File: config.mk
export PLATFORM = sky130hd
export DESIGN_NAME = etp_timer
export DESIGN_NICKNAME = d
export VERILOG_FILES = /design/src/logic/etp_pkg.sv /design/src/logic/etp_timer.sv
export VERILOG_INCLUDE_DIRS = /design/src /design/src/logic
export SDC_FILE = /design/constraint.sdc
export NUM_CORES = 1
export LEC_CHECK = 0
export BUFFER_PORTS_ARGS = -buffer_cell sky130_fd_sc_hd__buf_2
export CAP_MARGIN = 20
export CORE_UTILIZATION = 54
export CTS_BUF_LIST = sky130_fd_sc_hd__clkbuf_4 sky130_fd_sc_hd__clkbuf_8 sky130_fd_sc_hd__clkbuf_16
export DETAILED_ROUTE_END_ITERATION = 16
export GPL_TIMING_DRIVEN = 1
export PLACE_DENSITY_LB_ADDON = 0.12
export SLEW_MARGIN = 10
export SYNTH_ARGS = -nofsm -noshare
export SYNTH_HDL_FRONTEND = slang
export SYNTH_SLANG_ARGS = --single-unit
File: constraint.sdc
create_clock -name clk -period 3.05 [get_ports clk]
set_input_delay 0.1525 -clock clk [delete_from_list [all_inputs] [get_ports clk]]
set_output_delay 0.1525 -clock clk [all_outputs]
set_load 0.03 [all_outputs]
File: src/logic/etp_consts.svh
// constants for the eight-bit timer with compare output
`ifndef ETP_CONSTS_SVH
`define ETP_CONSTS_SVH

// ----------------------------------------------------------------
// counter limits and reset values
// ----------------------------------------------------------------
`define ETP_MAX          8'hff
`define ETP_BOTTOM       8'h00
`define ETP_COUNT_RST    8'h00
`define ETP_COMPARE_RST  8'h00
`define ETP_FLAGS_RST    2'h0

// ----------------------------------------------------------------
// flag and mask bit positions
// ----------------------------------------------------------------
`define ETP_FLAG_OVF     0
`define ETP_FLAG_CMP     1

// ----------------------------------------------------------------
// prescaler width and tap masks (tick when masked bits all ones)
// ----------------------------------------------------------------
`define ETP_PRESCALE_BITS 10
`define ETP_DIV8_MASK     10'h0007
`define ETP_DIV64_MASK    10'h003f
`define ETP_DIV256_MASK   10'h00ff
`define ETP_DIV1024_MASK  10'h03ff

`endif

File: src/logic/etp_pkg.sv
// types shared by the eight-bit timer and its users
package etp_pkg;

	// ----------------------------------------------------------------
	// waveform generation modes
	// ----------------------------------------------------------------
	typedef enum logic [1:0]
	{
		mode_normal = 2'b00,
		mode_phase  = 2'b01,
		mode_ctc    = 2'b10,
		mode_fast   = 2'b11
	} etp_mode_t;

	// ----------------------------------------------------------------
	// counter clock sources
	// ----------------------------------------------------------------
	typedef enum logic [2:0]
	{
		cs_stop     = 3'b000,
		cs_div1     = 3'b001,
		cs_div8     = 3'b010,
		cs_div64    = 3'b011,
		cs_div256   = 3'b100,
		cs_div1024  = 3'b101,
		cs_ext_fall = 3'b110,
		cs_ext_rise = 3'b111
	} etp_clksel_t;

endpackage

File: src/logic/etp_timer.sv
// eight-bit timer/counter with one compare channel and pwm output
//
// What this block does
// - counter and compare value are eight bits
// - flags visible, each gated by mask bit
// - overflow and compare match raise requests
// - count from prescaler or external pin
// - clock select picks source and edge
// - normal mode tops at max, immediate update
// - phase pwm: update at top, overflow bottom
// - fast pwm: buffer loads at bottom
// - nonzero output mode overrides port value
// - driver enabled only by direction bit
// - non-pwm: off, toggle, clear, set on match
// - fast pwm: clear/set on match, bottom opposite
// - fast pwm top match ignored, bottom acts
// - phase pwm: action flips with count direction
// - phase pwm top match ignored, top acts
`timescale 1ns/1ps
`include "etp_consts.svh"

module etp_timer
#(
	parameter int PRESCALE_BITS = `ETP_PRESCALE_BITS
)
(
	input  wire logic                clk,
	input  wire logic                reset,
	input  wire logic                clk_en,
	input  wire etp_pkg::etp_mode_t  waveform_mode_bits,
	input  wire logic [1:0]          compare_output_bits,
	input  wire etp_pkg::etp_clksel_t clock_select,
	input  wire logic                compare_value_wr,
	input  wire logic [7:0]          compare_value_in,
	input  wire logic                timer_count_wr,
	input  wire logic [7:0]          timer_count_in,
	input  wire logic                force_compare,
	input  wire logic [1:0]          timer_mask_reg,
	input  wire logic [1:0]          flag_clear_wr,
	input  wire logic                vector_ack_ovf,
	input  wire logic                vector_ack_cmp,
	input  wire logic                ext_count_pin,
	input  wire logic                pin_direction,
	input  wire logic                port_value,
	output logic [7:0]               timer_count,
	output logic [7:0]               compare_value,
	output logic [1:0]               timer_flag_reg,
	output logic                     irq_overflow,
	output logic                     irq_compare,
	output logic                     compare_output_pin_o,
	output logic                     compare_output_pin_oe
);
	import etp_pkg::*;

	// the tap masks assume at least a ten-bit prescaler
	if (PRESCALE_BITS < `ETP_PRESCALE_BITS)
	begin : g_check
		$error("etp_timer: PRESCALE_BITS must be at least 10");
	end

	// ----------------------------------------------------------------
	// helpers
	// ----------------------------------------------------------------
	// apply an output action: 00 hold, 01 toggle, 10 clear, 11 set
	function automatic logic oc_apply(input logic cur, input logic [1:0] act);
		unique case (act)
			2'b00: oc_apply = cur;
			2'b01: oc_apply = ~cur;
			2'b10: oc_apply = 1'b0;
			2'b11: oc_apply = 1'b1;
		endcase
	endfunction

	// prescaler tap: all masked bits ones marks the last clock of a period
	function automatic logic tap_hit(input logic [PRESCALE_BITS-1:0] cnt,
		input logic [`ETP_PRESCALE_BITS-1:0] mask);
		tap_hit = ((cnt[`ETP_PRESCALE_BITS-1:0] & mask) == mask);
	endfunction

	logic [PRESCALE_BITS-1:0] presc_reg;
	logic [2:0]               ext_sync_reg;
	logic                     ext_level_reg;
	logic                     ext_prev_reg;
	logic                     tick;
	logic [7:0]               timer_count_reg;
	logic [7:0]               count_next;
	logic                     count_up_reg;
	logic                     up_next;
	logic [7:0]               compare_value_reg;
	logic [7:0]               compare_buf_reg;
	logic [7:0]               buf_next;
	logic                     block_reg;
	logic [1:0]               flags_reg;
	logic                     oc_reg;
	logic [1:0]               oc_act;
	logic [7:0]               top;
	logic                     at_max;
	logic                     match;
	logic                     top_ignored;
	logic                     ovf_event;
	logic                     load_buf;

	// ----------------------------------------------------------------
	// clock source selection
	// ----------------------------------------------------------------
	// free-running prescaler; shared taps so the divide ratio can change on the fly
	always_ff @(posedge clk)
	begin
		if (reset)
			presc_reg <= '0;
		else if (clk_en)
			presc_reg <= presc_reg + 1'b1;
	end

	// external pin: three flops, a level counts once stages two and three agree
	always_ff @(posedge clk)
	begin
		if (reset)
		begin
			ext_sync_reg  <= 3'h0;
			ext_level_reg <= 1'b0;
			ext_prev_reg  <= 1'b0;
		end
		else if (clk_en)
		begin
			ext_sync_reg <= {ext_sync_reg[1:0], ext_count_pin};
			if (ext_sync_reg[1] == ext_sync_reg[2])
				ext_level_reg <= ext_sync_reg[2];
			ext_prev_reg <= ext_level_reg;
		end
	end

	// one-cycle count enable from the chosen source and edge
	always_comb
	begin
		unique case (clock_select)
			cs_stop:     tick = 1'b0;
			cs_div1:     tick = 1'b1;
			cs_div8:     tick = tap_hit(presc_reg, `ETP_DIV8_MASK);
			cs_div64:    tick = tap_hit(presc_reg, `ETP_DIV64_MASK);
			cs_div256:   tick = tap_hit(presc_reg, `ETP_DIV256_MASK);
			cs_div1024:  tick = tap_hit(presc_reg, `ETP_DIV1024_MASK);
			cs_ext_fall: tick = ext_prev_reg & ~ext_level_reg;
			cs_ext_rise: tick = ~ext_prev_reg & ext_level_reg;
		endcase
	end

	// ----------------------------------------------------------------
	// counter sequencing
	// ----------------------------------------------------------------
	// top is the compare value only in ctc; every other mode tops at max
	assign top    = (waveform_mode_bits == mode_ctc) ? compare_value_reg : `ETP_MAX;
	assign at_max = (timer_count_reg == `ETP_MAX);

	// phase pwm turns at max going up and at bottom going down; the rest wrap at top
	always_comb
	begin
		up_next = count_up_reg;
		if (waveform_mode_bits == mode_phase)
		begin
			up_next    = count_up_reg ? ~at_max : (timer_count_reg == `ETP_BOTTOM);
			count_next = up_next ? timer_count_reg + 8'h01 : timer_count_reg - 8'h01;
		end
		else
			count_next = (timer_count_reg == top) ? `ETP_BOTTOM : timer_count_reg + 8'h01;
	end

	// overflow: phase pwm at the bottom turn, the rest when leaving max
	assign ovf_event = tick & ((waveform_mode_bits == mode_phase) ?
		(~count_up_reg & (timer_count_reg == `ETP_BOTTOM)) : at_max);

	// a software count write wins over a tick and blocks the next match
	always_ff @(posedge clk)
	begin
		if (reset)
		begin
			timer_count_reg <= `ETP_COUNT_RST;
			count_up_reg    <= 1'b1;
			block_reg       <= 1'b0;
		end
		else if (clk_en)
		begin
			if (timer_count_wr)
			begin
				timer_count_reg <= timer_count_in;
				block_reg       <= 1'b1;
			end
			else if (tick)
			begin
				timer_count_reg <= count_next;
				count_up_reg    <= up_next;
				block_reg       <= 1'b0;
			end
		end
	end

	// ----------------------------------------------------------------
	// compare value and its double buffer
	// ----------------------------------------------------------------
	assign buf_next = compare_value_wr ? compare_value_in : compare_buf_reg;
	// pwm modes load only at the update point so a period is never cut short
	assign load_buf = tick & at_max &
		((waveform_mode_bits == mode_fast) | ((waveform_mode_bits == mode_phase) & count_up_reg));

	always_ff @(posedge clk)
	begin
		if (reset)
		begin
			compare_buf_reg   <= `ETP_COMPARE_RST;
			compare_value_reg <= `ETP_COMPARE_RST;
		end
		else if (clk_en)
		begin
			compare_buf_reg <= buf_next;
			if (compare_value_wr && (waveform_mode_bits == mode_normal || waveform_mode_bits == mode_ctc))
				compare_value_reg <= compare_value_in;
			else if (load_buf)
				compare_value_reg <= buf_next;
		end
	end

	// ----------------------------------------------------------------
	// interrupt flags
	// ----------------------------------------------------------------
	assign match = tick & ~block_reg & (timer_count_reg == compare_value_reg);

	// set beats clear so an event landing on a clear is never lost
	always_ff @(posedge clk)
	begin
		if (reset)
			flags_reg <= `ETP_FLAGS_RST;
		else if (clk_en)
		begin
			if (ovf_event)
				flags_reg[`ETP_FLAG_OVF] <= 1'b1;
			else if (flag_clear_wr[`ETP_FLAG_OVF] || vector_ack_ovf)
				flags_reg[`ETP_FLAG_OVF] <= 1'b0;
			if (match)
				flags_reg[`ETP_FLAG_CMP] <= 1'b1;
			else if (flag_clear_wr[`ETP_FLAG_CMP] || vector_ack_cmp)
				flags_reg[`ETP_FLAG_CMP] <= 1'b0;
		end
	end

	assign irq_overflow = flags_reg[`ETP_FLAG_OVF] & timer_mask_reg[`ETP_FLAG_OVF];
	assign irq_compare  = flags_reg[`ETP_FLAG_CMP] & timer_mask_reg[`ETP_FLAG_CMP];

	// ----------------------------------------------------------------
	// compare output waveform
	// ----------------------------------------------------------------
	assign top_ignored = compare_output_bits[1] & (compare_value_reg == `ETP_MAX);

	always_comb
	begin
		oc_act = 2'b00;
		unique case (waveform_mode_bits)
			mode_normal, mode_ctc:
				if (match || force_compare)
					oc_act = compare_output_bits;
			mode_fast:
				if (compare_output_bits[1])
				begin
					if (match && !top_ignored)
						oc_act = {1'b1, compare_output_bits[0]};
					else if (tick && at_max)
						oc_act = {1'b1, ~compare_output_bits[0]};
				end
			mode_phase:
				if (compare_output_bits[1])
				begin
					if (match && !top_ignored)
						oc_act = {1'b1, compare_output_bits[0] ^ ~count_up_reg};
					else if (top_ignored && tick && at_max && count_up_reg)
						oc_act = {1'b1, ~compare_output_bits[0]};
				end
		endcase
	end

	// pwm forcing is not allowed; the force strobe only acts in non-pwm modes
	always_ff @(posedge clk)
	begin
		if (reset)
			oc_reg <= 1'b0;
		else if (clk_en)
			oc_reg <= oc_apply(oc_reg, oc_act);
	end

	// ----------------------------------------------------------------
	// pin and visible state
	// ----------------------------------------------------------------
	assign compare_output_pin_o  = (compare_output_bits != 2'b00) ? oc_reg : port_value;
	assign compare_output_pin_oe = pin_direction;
	assign timer_count           = timer_count_reg;
	assign compare_value         = compare_value_reg;
	assign timer_flag_reg        = flags_reg;

endmodule

Word level (Yosys, flattened, before mapping)
Index checks and enable logic that the tools add are counted.

cells by class
  add/subtract/negate cells = 3
  equality and inequality tests = 22
  multiplexer cells = 28
  bitwise gates (word level) = 23
  reduce and logical (&&, ||, !) cells = 28

operators by type and width
  operator                 number
  $mux W8                  9
  $eq A8 B8 Y1 const B     3
  $eq A8 B8 Y1             2
  $eq A3 B3 Y1 const B     5
  $mux W2                  7
  $and A1 B1 Y1            12
  $reduce_and A2 Y1        6
  $add A10 B1 Y10 const B  1
  $eq A10 B10 Y1 const B   1
  $reduce_bool A2 Y1       5
  $mux W1                  9
  $not A1 Y1               9
  $add A8 B1 Y8 const B    1
  $eq A2 B2 Y1 const B     4
  $logic_not A8 Y1         1
  $pmux W1 S8              1
  $sub A8 B1 Y8 const B    1
  $eq A3 B2 Y1 const B     2
  $eq A6 B6 Y1 const B     1
  $logic_and A1 B1 Y1      6
  $pmux W2 S3              1
  $eq A2 B1 Y1 const B     2
  $logic_not A2 Y1         2
  $logic_or A1 B1 Y1       4
  other kinds (9)          9

storage, ports and cells
  register bits = 44
  bits of input ports = 38
  output and inout bits = 22
  word-level logic and storage cells = 116

Longest topological paths before layout
  word-level depth = 13
  mapped depth = 12
  gate-level depth less buffers = 10

Worst setup path before layout
Ideal clock, no wire load.

  path type = register -> register
  from = register timer_count_reg[0] (netlist: timer_count[0])
  to = register timer_count_reg[5] (netlist: timer_count[5])
  setup time = 0.074 ns
  data arrival time = 2.631 ns
  path slack = 0.344 ns
  cell stages (with the launch flop) = 13
  path through = dfxtp_1 clkbuf_1 inv_1 ha_1 nand2b_1 nor4_2 a211o_1 buf_6 or4_4 nor3_1 a31oi_1 or3_1 a31oi_1

on the way
  cells in the longest elaborated chain, start to end = 7
  elaborated cells on any way between the ends = 12
  those cells by class = add/sub: 2; eq/ne: 2; mux: 6; bitwise: 1; reduce/logical: 1

ends and longest elaborated chain
  element                                                                RTL line          RTL
  from (decl)                                                            etp_timer.sv:85   logic [7:0] timer_count_reg;
  from (signal assigned)                                                 etp_timer.sv:177  timer_count_reg <= `ETP_COUNT_RST;
  from (signal assigned)                                                 etp_timer.sv:185  timer_count_reg <= timer_count_in;
  from (signal assigned)                                                 etp_timer.sv:190  timer_count_reg <= count_next;
  parallel branches: the longest is 4 deep, another holds $add A8 B1 Y8  -
  $mux W8 (*)                                                            etp_timer.sv:159  if (waveform_mode_bits == mode_phase)
  $mux W8 (*)                                                            etp_timer.sv:188  else if (tick)
  $mux W8 (*)                                                            etp_timer.sv:183  if (timer_count_wr)

Every way passes the cells marked *. The select of a mux whose other input is x is not followed.
A chain may end at the register's enable or synchronous reset.

Worst setup path after layout
  from = register timer_count_reg[1] (netlist: timer_count[1])
  to = register timer_count_reg[5] (netlist: timer_count[5])

Same word-level chain as after synthesis.

==> results.yml <==
setup_path:
  worstPathArrival_ns: 2.93
  crit_fanout: 9
  r2r-end: "timer_count[5]"
  crit_type: "reg2reg"
  max_stage_delay_ns: 0.54
  cp.depth: 8
  setup.worst_path.end_class: "register"
  r2r_cells: 8
  path_buf_inv: 0
  cp_slowest_cell: "dfxtp_1"
  path_cells: "ha_1, nand4_4, a211o_1, or4_4, nor3_1, a31oi_1, or3_1, a31oi_1"
  crit_family: "simple AND/OR/NAND/NOR gates"
  required_ns: 3.28
  r2r_slack_ns: 0.35
  reg2reg_from: "timer_count[1]"
  setup.worst_path.start: "timer_count[1]"
  cp_common_cell: "a31oi_1"
  start_kind: "register"
floorplanning:
  rows: 24
  dieArea_sq_um: 5110
  fp.coreArea_sq_um: 4500
  num_io_pins: 60
  die_h_um: 71.5
  die_x_um: 71.5
  initial_utilization: 0.579
routing:
  num_vias: 2419
  dr.first_iter.drc_count: 196
  drtAntennaViolNets: 0
  routed_wirelength_um: 5890
  routed_via_density: 5.84
  wl_per_cell_um: 14.2
  drc: 0
  first_pass_iters: 4
timing:
  fin_skew_ns: 0.0138
  period_needed_ns: 2.70
  hold_viol_final: 0
  rsz0062_at_grt: "false"
  final.setup.tns_ns: 0
  slew-limit-headroom: 0.456
  max_freq_ghz: 0.371
  tightestPinTransition_ns: 0.816
  slew_viol_final: 0
  setup_ws_ns: 0.351
  fin_crit_sh: 0.885
  fin_hold_ws_ns: 0.0936
  setup_viol: 0
synth:
  synthFlopType: "dfxtp_1"
  ys_types: 61
  synth_area_leaders: "dfxtp_1, mux2i_1, nor2_1, a21oi_1, nand2_1"
  avgSynthCellArea_sq_um: 8.25
  syn_inst: 316
  synthArstFlopShare: 0
  synth-seq-cells: 44
  seq_area_frac_synth: 0.338
  synth_nets: 359
  synth_top_cell_by_area: "dfxtp_1"
  synth_area_sq_um: 2610
  synth_edf_count: 0
  synth_warnings: 0
  synth_top_area_frac: 0.338
worst_hold_path:
  min_to: "timer_count[4]"
  hold_class: "in2reg"
  hold_depth: 3
  hp-start: "timer_count_in[4]"
finish:
  multiInputGateArea_sq_um: 1600
  final-seq-area_sq_um: 881
  fin_nets: 405
  largest_reg_flops: 10
  n_antenna_cell: 0
  layout_common_cells: "buf_2, dfxtp_1, nor2_1"
  layout-drive-gt1-share: 0.224
  layout_commonest_cell: "buf_2"
  fill_cells: 402
  area_growth_pct: 14.9
grt:
  grt_pass1_wl_um: 10300
  grt_max_degree: 46
  groute.usage.overall: 0.250
  globalRouteOverflowTotal: 0
  antenna_found_initial: 0
  grt_pass1_vias: 2209
power:
  power_leakage_uw: 0.00128
  peakVddDrop_v: 0.000294
  power_density_nw_per_um2: 444
clock_tree:
  clockBufferDepth: 2
  clk_pin_slew_ns: 0.09
  root_buffer: "clkbuf_8"
  clock-sinks: 44
  cts_buffers: 5
  cts_resized: 0
  cts-htree-levels: 2
  clk_latency_ns: 0.30
  postCtsHoldBufs: 0
  post_cts_buffers: 0
  cts_tree: "done"
placement:
  place_ws_ns: 0.385
  dp_hpwl_um: 4240
  io_buffers: 57
  globalplace.congestion: 0.824
status:
  status: "completed"
job:
  cap_viol_max_count: 0
cells by family after synthesis:
group / synth area share
and+or+nand+nor: 0.302
AOI/OAI and AO/OA: 0.154
DFF: 0.338
buffers and inverters: 0.0494
muxes: 0.0960
xor gates and xnor gates: 0.0370
adders and majority gates: 0.0240
worst reg2reg max path, stage by stage (launching register included):
cell,delay [ns]
dfxtp_1,0.54
ha_1,0.36
nand4_4,0.13
a211o_1,0.43
or4_4,0.46
nor3_1,0.16
a31oi_1,0.08
or3_1,0.33
a31oi_1,0.12
stage by stage:
| step | total power [uW] | util | area (sq um) | std cells |
|---|---|---|---|---|
| 3_5_place_dp | 821 | 0.636 | 2870 | 407 |
| 3_3_place_gp | 816 | 0.636 | 2870 | 407 |
| 5_1_grt | 1380 | 0.665 | 3000 | 414 |
| 6_report | 1330 | 0.665 | 3000 | 414 |
| 4_1_cts | 1340 | 0.665 | 3000 | 414 |
| 2_1_floorplan | 763 | - | 2610 | 316 |
routing by layer:
layer	up-vias	global-route usage	wire, um
li1	1226	-	-
met1	1122	0.355	2850
met2	67	0.382	2670
met3	4	0.0506	332
met4	0	0.0806	40
met5	-	0	0
Yosys cell counts (2+ instances only):
| cell | instances |
|---|---|
| nand3b_1 | 2 |
| nand4_1 | 11 |
| a21o_1 | 3 |
| a21oi_1 | 21 |
| clkbuf_1 | 12 |
| nand3_1 | 17 |
| ha_1 | 5 |
| xnor2_1 | 8 |
| o21ai_0 | 8 |
| mux2_2 | 8 |
| inv_1 | 10 |
| or3_1 | 5 |
| and2_1 | 4 |
| a211oi_1 | 3 |
| nor3_1 | 6 |
| nor3b_1 | 2 |
| o21ai_1 | 3 |
| buf_6 | 2 |
| a221oi_1 | 3 |
| a31oi_1 | 5 |
| nor4_1 | 2 |
| xor2_1 | 3 |
| nand2b_1 | 8 |
| nand4b_1 | 3 |
| nor2_1 | 36 |
| a22oi_1 | 3 |
| nand2_1 | 25 |
| buf_4 | 2 |
| mux2i_1 | 16 |
| nor2b_1 | 6 |
| dfxtp_1 | 44 |
cell type report:
class | count | area share
multi-input combinational | 244 | 0.533
sequential | 44 | 0.294
tap | 52 | 0.0217
clock inverter | 2 | 0.0201
inverter | 10 | 0.0125
clock buffer | 5 | 0.0230
timing repair buffer | 57 | 0.0952
how the worst max path moves through the flow:
| stage | end |
|---|---|
| floorplan | timer_count[5] |
| global placement | timer_count[5] |
| detailed placement | timer_count[5] |
| CTS | timer_count[5] |
| global route | timer_count[5] |
| finish | timer_count[5] |
power breakdown:
group	switching, uW	internal, uW
registers	26.0	594
logic	108	80.6
clock network	198	322
total	333	997
Note: power is estimated with default switching activity, not from simulation.
